**src/verilog/erm_consts.svh**
```systemverilog
// Constants for the event request and masking block.
`ifndef ERM_CONSTS_SVH
`define ERM_CONSTS_SVH
`define ERM_OFF_NET_MASK   16'h0200
`define ERM_OFF_APP_MASK   16'h0204
`define ERM_OFF_NET_REQ    16'h0210
`define ERM_NET_MASK_RST   16'h0000
`define ERM_APP_MASK_RST   32'h00FFFF0F
`define ERM_BIT_LATCH      0
`define ERM_BIT_DL         2
`define ERM_BIT_AL         3
`define ERM_BIT_SYNC_LO    4
`define ERM_BIT_APP_SYNC   8
`define ERM_NUM_SYNC       8
`endif

```
**src/verilog/erm_pkg.sv**
```systemverilog
// Types for the event request and masking block.
package erm_pkg;
  // One byte-wide register access from either side.
  typedef struct packed {
    logic        rd;
    logic        wr;
    logic [15:0] addr;
    logic [7:0]  wdata;
  } erm_acc_t;

  // Status-change events from the rest of the controller.
  typedef struct packed {
    logic [7:0] sync_pending;
    logic       al_change;
    logic       al_status_rd;
    logic       dl_change;
    logic       dl_status_rd;
    logic       latch_change;
    logic       latch_empty_net;
  } erm_evt_t;
endpackage : erm_pkg

```
**src/verilog/erm_byte_reg.sv**
```systemverilog
// One byte lane of a little-endian register with its own reset value.
`timescale 1ns/100ps
module erm_byte_reg #(
  parameter logic [7:0] RESET_VAL = 8'h00
) (
  // Clock and reset
  input  wire logic       clk_sys_in,
  input  wire logic       reset_in,
  // Write strobe and data
  input  wire logic       wr_in,
  input  wire logic [7:0] wdata_in,
  // Stored byte
  output logic      [7:0] q_out
);
  logic [7:0] byte_q;
  logic [7:0] byte_d;

  // Loads the lane on a write strobe.
  always_comb
  begin
    byte_d = wr_in ? wdata_in : byte_q;
  end

  // Registers the lane.
  always_ff @(posedge clk_sys_in)
  begin
    if (reset_in)
      byte_q <= RESET_VAL;
    else
      byte_q <= byte_d;
  end

  assign q_out = byte_q;
endmodule : erm_byte_reg

```
**src/verilog/erm_event_mask.sv**
```systemverilog
// Network and application event request and mask logic.
`timescale 1ns/100ps
`include "erm_consts.svh"
module erm_event_mask (
  // Clock and reset
  input  wire logic             clk_sys_in,
  input  wire logic             reset_in,
  // Network-side byte access
  input  wire erm_pkg::erm_acc_t net_acc_in,
  // Host-interface-side byte access
  input  wire erm_pkg::erm_acc_t host_acc_in,
  // Status events from the controller
  input  wire erm_pkg::erm_evt_t evt_in,
  input  wire logic [31:0]      app_request_in,
  // Read data, valid one cycle after a read
  output logic      [7:0]       net_rdata_out,
  output logic      [7:0]       host_rdata_out,
  // Masked event outputs
  output logic      [15:0]      frame_event_out,
  output logic                  host_irq_out
);
  // Register offsets at the width of the address path, reset values at the width of each mask.
  localparam logic [15:0] NM_OFF = `ERM_OFF_NET_MASK;
  localparam logic [15:0] AM_OFF = `ERM_OFF_APP_MASK;
  localparam logic [15:0] RQ_OFF = `ERM_OFF_NET_REQ;
  localparam logic [15:0] NM_RST = `ERM_NET_MASK_RST;
  localparam logic [31:0] AM_RST = `ERM_APP_MASK_RST;

  // Mask contents, assembled from the byte lanes.
  logic [15:0] net_mask;
  logic [31:0] app_mask;
  // Byte write strobes, one per lane, from the side that owns each mask.
  logic [1:0]  nm_wr;
  logic [3:0]  am_wr;
  // Set and clear terms of the three sticky request flags.
  logic        al_set;
  logic        al_clr;
  logic        dl_set;
  logic        dl_clr;
  logic        lt_set;
  logic        lt_clr;
  // Network event request register.
  logic [15:0] net_req_q;
  logic [15:0] net_req_d;
  // Masked outputs toward frames and the host.
  logic [15:0] frame_event_q;
  logic [15:0] frame_event_d;
  logic        host_irq_q;
  logic        host_irq_d;
  // Read data of each side.
  logic [7:0]  net_rdata_q;
  logic [7:0]  net_rdata_d;
  logic [7:0]  host_rdata_q;
  logic [7:0]  host_rdata_d;

  // Network mask strobes. A host write to these bytes decodes to nothing, so the
  // host side can only read this mask.
  always_comb
  begin
    for (int n = 0; n < 2; n++)
    begin
      nm_wr[n] = net_acc_in.wr && (net_acc_in.addr == NM_OFF + 16'(n));
    end
  end

  // Application mask strobes. Network writes to these bytes are ignored, so the
  // network side can only read this mask.
  always_comb
  begin
    for (int n = 0; n < 4; n++)
    begin
      am_wr[n] = host_acc_in.wr && (host_acc_in.addr == AM_OFF + 16'(n));
    end
  end

  // Network mask lanes, lowest address in the least significant byte.
  genvar i;
  generate
    for (i = 0; i < 2; i++)
    begin : g_nm
      erm_byte_reg #(.RESET_VAL(NM_RST[8*i +: 8])) u_lane (
        .clk_sys_in (clk_sys_in),
        .reset_in   (reset_in),
        .wr_in      (nm_wr[i]),
        .wdata_in   (net_acc_in.wdata),
        .q_out      (net_mask[8*i +: 8])
      );
    end
    // Application mask lanes, lowest address in the least significant byte.
    for (i = 0; i < 4; i++)
    begin : g_am
      erm_byte_reg #(.RESET_VAL(AM_RST[8*i +: 8])) u_lane (
        .clk_sys_in (clk_sys_in),
        .reset_in   (reset_in),
        .wr_in      (am_wr[i]),
        .wdata_in   (host_acc_in.wdata),
        .q_out      (app_mask[8*i +: 8])
      );
    end
  endgenerate

  // Byte read mux shared by both sides; every register here reads from both,
  // and an unmapped address reads as zero.
  function automatic logic [7:0] rd_byte(input logic [15:0] a, input logic [15:0] nm,
                                         input logic [31:0] am, input logic [15:0] rq);
    logic [7:0] r;
    r = 8'h00;
    if (a[15:1] == NM_OFF[15:1])
    begin
      r = a[0] ? nm[15:8] : nm[7:0];
    end
    else if (a[15:2] == AM_OFF[15:2])
    begin
      case (a[1:0])
        2'h0:    r = am[7:0];
        2'h1:    r = am[15:8];
        2'h2:    r = am[23:16];
        default: r = am[31:24];
      endcase
    end
    else if (a[15:1] == RQ_OFF[15:1])
    begin
      r = a[0] ? rq[15:8] : rq[7:0];
    end
    return r;
  endfunction : rd_byte

  // Set and clear terms. A clear only counts when no new change arrives in the
  // same cycle, so an event that lands during the status read is not lost.
  always_comb
  begin
    al_set = evt_in.al_change;
    al_clr = evt_in.al_status_rd && !evt_in.al_change;
    dl_set = evt_in.dl_change;
    dl_clr = evt_in.dl_status_rd && !evt_in.dl_change;
    lt_set = evt_in.latch_change;
    lt_clr = evt_in.latch_empty_net && !evt_in.latch_change;
  end

  // Next request state. Reserved bits stay zero; the channel mirrors follow their
  // sources with one cycle of lag.
  always_comb
  begin
    net_req_d = 16'h0000;
    net_req_d[`ERM_BIT_SYNC_LO +: `ERM_NUM_SYNC] = evt_in.sync_pending;
    net_req_d[`ERM_BIT_AL] = al_set || (net_req_q[`ERM_BIT_AL] && !al_clr);
    net_req_d[`ERM_BIT_DL] = dl_set || (net_req_q[`ERM_BIT_DL] && !dl_clr);
    net_req_d[`ERM_BIT_LATCH] = lt_set || (net_req_q[`ERM_BIT_LATCH] && !lt_clr);
  end

  // Registers the request state.
  always_ff @(posedge clk_sys_in)
  begin
    if (reset_in)
    begin
      net_req_q <= 16'h0000;
    end
    else
    begin
      net_req_q <= net_req_d;
    end
  end

  // Masked outputs. The frame field carries only the enabled request bits, and
  // the host line rises for any enabled application request.
  always_comb
  begin
    frame_event_d = net_req_q & net_mask;
    host_irq_d = |(app_request_in & app_mask);
  end

  // Registers the masked outputs so that each top-level output comes from a flop.
  always_ff @(posedge clk_sys_in)
  begin
    if (reset_in)
    begin
      frame_event_q <= 16'h0000;
      host_irq_q    <= 1'b0;
    end
    else
    begin
      frame_event_q <= frame_event_d;
      host_irq_q    <= host_irq_d;
    end
  end

  // Read data: the addressed byte for one cycle after a read, zero otherwise.
  always_comb
  begin
    net_rdata_d = 8'h00;
    host_rdata_d = 8'h00;
    if (net_acc_in.rd)
    begin
      net_rdata_d = rd_byte(net_acc_in.addr, net_mask, app_mask, net_req_q);
    end
    if (host_acc_in.rd)
    begin
      host_rdata_d = rd_byte(host_acc_in.addr, net_mask, app_mask, net_req_q);
    end
  end

  // Registers the read data of both sides.
  always_ff @(posedge clk_sys_in)
  begin
    if (reset_in)
    begin
      net_rdata_q  <= 8'h00;
      host_rdata_q <= 8'h00;
    end
    else
    begin
      net_rdata_q  <= net_rdata_d;
      host_rdata_q <= host_rdata_d;
    end
  end

  // Top-level outputs, each straight from its flip-flop.
  assign frame_event_out = frame_event_q;
  assign host_irq_out    = host_irq_q;
  assign net_rdata_out   = net_rdata_q;
  assign host_rdata_out  = host_rdata_q;
endmodule : erm_event_mask

```
**config.mk**
```make
export PLATFORM = sky130hd
export DESIGN_NAME = erm_event_mask
export DESIGN_NICKNAME = d
export VERILOG_FILES = /design/src/verilog/erm_pkg.sv /design/src/verilog/erm_byte_reg.sv /design/src/verilog/erm_event_mask.sv
export VERILOG_INCLUDE_DIRS = /design/src /design/src/verilog
export SDC_FILE = /design/constraint.sdc
export NUM_CORES = 1
export LEC_CHECK = 0
export ABC_AREA = 0
export BUFFER_PORTS_ARGS = -buffer_cell sky130_fd_sc_hd__buf_2
export CORE_MARGIN = 5
export CORE_UTILIZATION = 47
export DETAILED_ROUTE_END_ITERATION = 16
export PLACE_DENSITY = 0.71
export SLEW_MARGIN = 15
export SYNTH_ARGS = -nofsm -noshare
export SYNTH_HDL_FRONTEND = slang
export SYNTH_SLANG_ARGS = --single-unit
```
**constraint.sdc**
```tcl
create_clock -name clk_sys_in -period 3.01 [get_ports clk_sys_in]
set_clock_uncertainty 0.2 [all_clocks]
set_input_delay 0.4515 -clock clk_sys_in [delete_from_list [all_inputs] [get_ports clk_sys_in]]
set_output_delay 0.4515 -clock clk_sys_in [all_outputs]
set_load 0.03 [all_outputs]
```
==> metrics <==
register area 0.001742 mm²; cell with the most instances after synthesis dfxtp_1; pwr dens 468.2 mW/mm²; WP data arrival 2210 ps; setup bufs post-CTS 0; syn avg cell area 9.431 µm²; Area after DPL 0.004937 mm²; peak supply drop 0.0002644 V; num rows 34; DRC viols 0; ant diodes 0; Critical Path Fanout Max 24; crit end category flop; clk_lat worst skew 370 ps; Synthesis Warnings 0; CTS Root Cell clkbuf_8; area fraction of the dominant cell type after synthesis 40.68%; die area 0.01112 mm²; starting density of the core 48.62%; Die W 105.4 µm; Max-slew headroom 53.79%; top post-synthesis cells by area dfxtp_1 41%, mux4_2 8.4%, mux2i_1 7.5%; clk sinks 87; CP Class input port to flop; most common library cells after synthesis 87 x dfxtp_1, 44 x nor2_1, 42 x a21oi_1, 32 x mux2i_1, 20 x o21ai_0; Final GP Congestion 0.9059; Die H 105.4 µm; # H-tree levels 3; multi-input logic area 0.002350 mm²; I/O pins 133; synthesized flop and latch total 87; Final ANT Viol Nets 0; antenna violations before repair 0; Final Critical Period 2188 ps; CTS Hold Buffers Added 0; Layout Cell Area excl Fill 0.005187 mm²; layout cells sized above 1 32.92%; Post-CTS Resized 0; Max Cap Viol 0; HPWL after DPL 9839 µm; nets@finish 666; grt ovf 0; startpoint types input port; Final Slew Violations 0; FMAX 0.4571 GHz; vias in the first global route 3942; worst-margin pin slew 693.2 ps; post-synthesis sequential area ratio 40.68%; drt first pass iters 5; final setup TNS 0 ps; 1st-iter DRT viols 234; Top FF cell, synth dfxtp_1; Fillers 820; area grow syn2layout 21.16%; Post-Syn Instances 454; Core ar. 0.008806 mm²; largest net degree at the start of global routing 43; outcome completed; Total GRT Usage 23.61%; setup violators final 0; worst hold path depth 3; number of flops mapped to enable cells by yosys 0; async set-reset flop share out of synthesis 0%; fin util 58.91%; routed vias 4041; CTS Buf Count 9; CTS clk-pin slew, worst paths 100 ps; WL final 13040 µm; Avg Vias per Cell 5.951; CTS tree built; HP Class input port to flop; port buffer count 127; leading area contributor after synthesis dfxtp_1; leakage 2.073 nW; RSZ-0062 raised after global routing false; first-pass GRT wire length 21000 µm; crit share post-route 72.67%; Avg WL per Cell 19.20 µm; Hold Fails Final Rpt 0; Worst R2R Path Depth 3; Clock Path Buffers 2; CP required 3030 ps; post-synth cell types 46; synthesized cell area 0.004282 mm²
-- sequential cells by signal, indices dropped and copies added, names as in the netlist --
name / flops
g_am.u_lane.q_out: 32
host_rdata_out: 8
frame_event_out: 11
net_req_q: 11
net_rdata_out: 8
host_irq_out: 1
g_nm.u_lane.q_out: 16
-- cell usage in the layout (no fill, tap or decap), types with 5 or more instances in the layout --
master / count
buf_2: 127
a22oi_1: 16
o21ai_1: 15
mux2i_1: 32
nor2_1: 44
nand2b_1: 6
dfxtp_1: 87
a2bb2oi_1: 5
a221oi_1: 6
conb_1: 5
nor2b_1: 15
mux4_2: 16
nand3_1: 17
a21oi_1: 42
a211oi_1: 6
o21ai_0: 20
nand4_1: 15
nand2_1: 19
clkbuf_8: 9
buf_4: 8
mux2_2: 8
-- metal layers --
metal / global-route usage (%) / wire length [µm] / vias up
met5: 0 / 0 / -
met4: 5.904 / 191 / 0
met3: 6.174 / 1213 / 16
met2: 37.80 / 6173 / 205
met1: 31.87 / 5458 / 1918
li1: - / - / 1902
-- power by group --
part	leakage [nW]	switching, mW	internal [mW]
Sequential	0.705	0.00952	1.16
Clock	0.122	0.454	0.563
Combinational	1.25	0.134	0.109
Total	2.07	0.598	1.83
-- through the flow --
| stage | total power, mW | cells | setup WS (ps) | hold slack (ps) |
|---|---|---|---|---|
| floorplan | 1.336 | 458 | 721.9 | 224.2 |
| global placement | 1.431 | 663 | 526.7 | 260.6 |
| detailed placement | 1.435 | 663 | 461.5 | 255.6 |
| CTS | 2.442 | 679 | 840.1 | 75.46 |
| global route | 2.517 | 679 | 761.7 | 77.03 |
| finish | 2.429 | 679 | 822.5 | 81.91 |
-- path summary, 6_finish.rpt --
path	slack (ps)	to	startpoint
min reg2reg	270	frame_event_out[4]$_SDFF_PP0_	g_nm[0].u_lane.q_out[4]$_SDFFE_PP0P_
max	820	g_nm[1].u_lane.q_out[7]$_SDFFE_PP0P_	net_acc_in[13]
min	80	net_req_q[2]$_SDFF_PP0_	evt_in[3]
max reg2reg	1260	host_rdata_out[7]$_SDFF_PP0_	g_am[0].u_lane.q_out[7]$_SDFFE_PP0P_
-- worst max-delay path, stage by stage --
cell,delay (ps)
buf_2,90
or4_4,590
or4_4,720
o21ai_0,250
a21oi_1,100
-- cell type report --
| cell class | instances | area share [%] |
|---|---|---|
| Multi-Input combinational cell | 329 | 45.30 |
| Sequential cell | 87 | 33.57 |
| Timing Repair Buffer | 135 | 13.41 |
| Tap cell | 108 | 2.605 |
| Clock inverter | 7 | 2.436 |
| Clock buffer | 9 | 2.388 |
| Inverter | 4 | 0.2894 |
-- kinds of logic after synthesis --
family,Yosys count,share of synthesized area [%]
simple gates,151,20.08
compound gates,117,16.36
other cells,1,0.08758
buf+inv,42,4.792
mux,56,18.00
flops,87,40.68
Power figures use the tool's default switching activity.
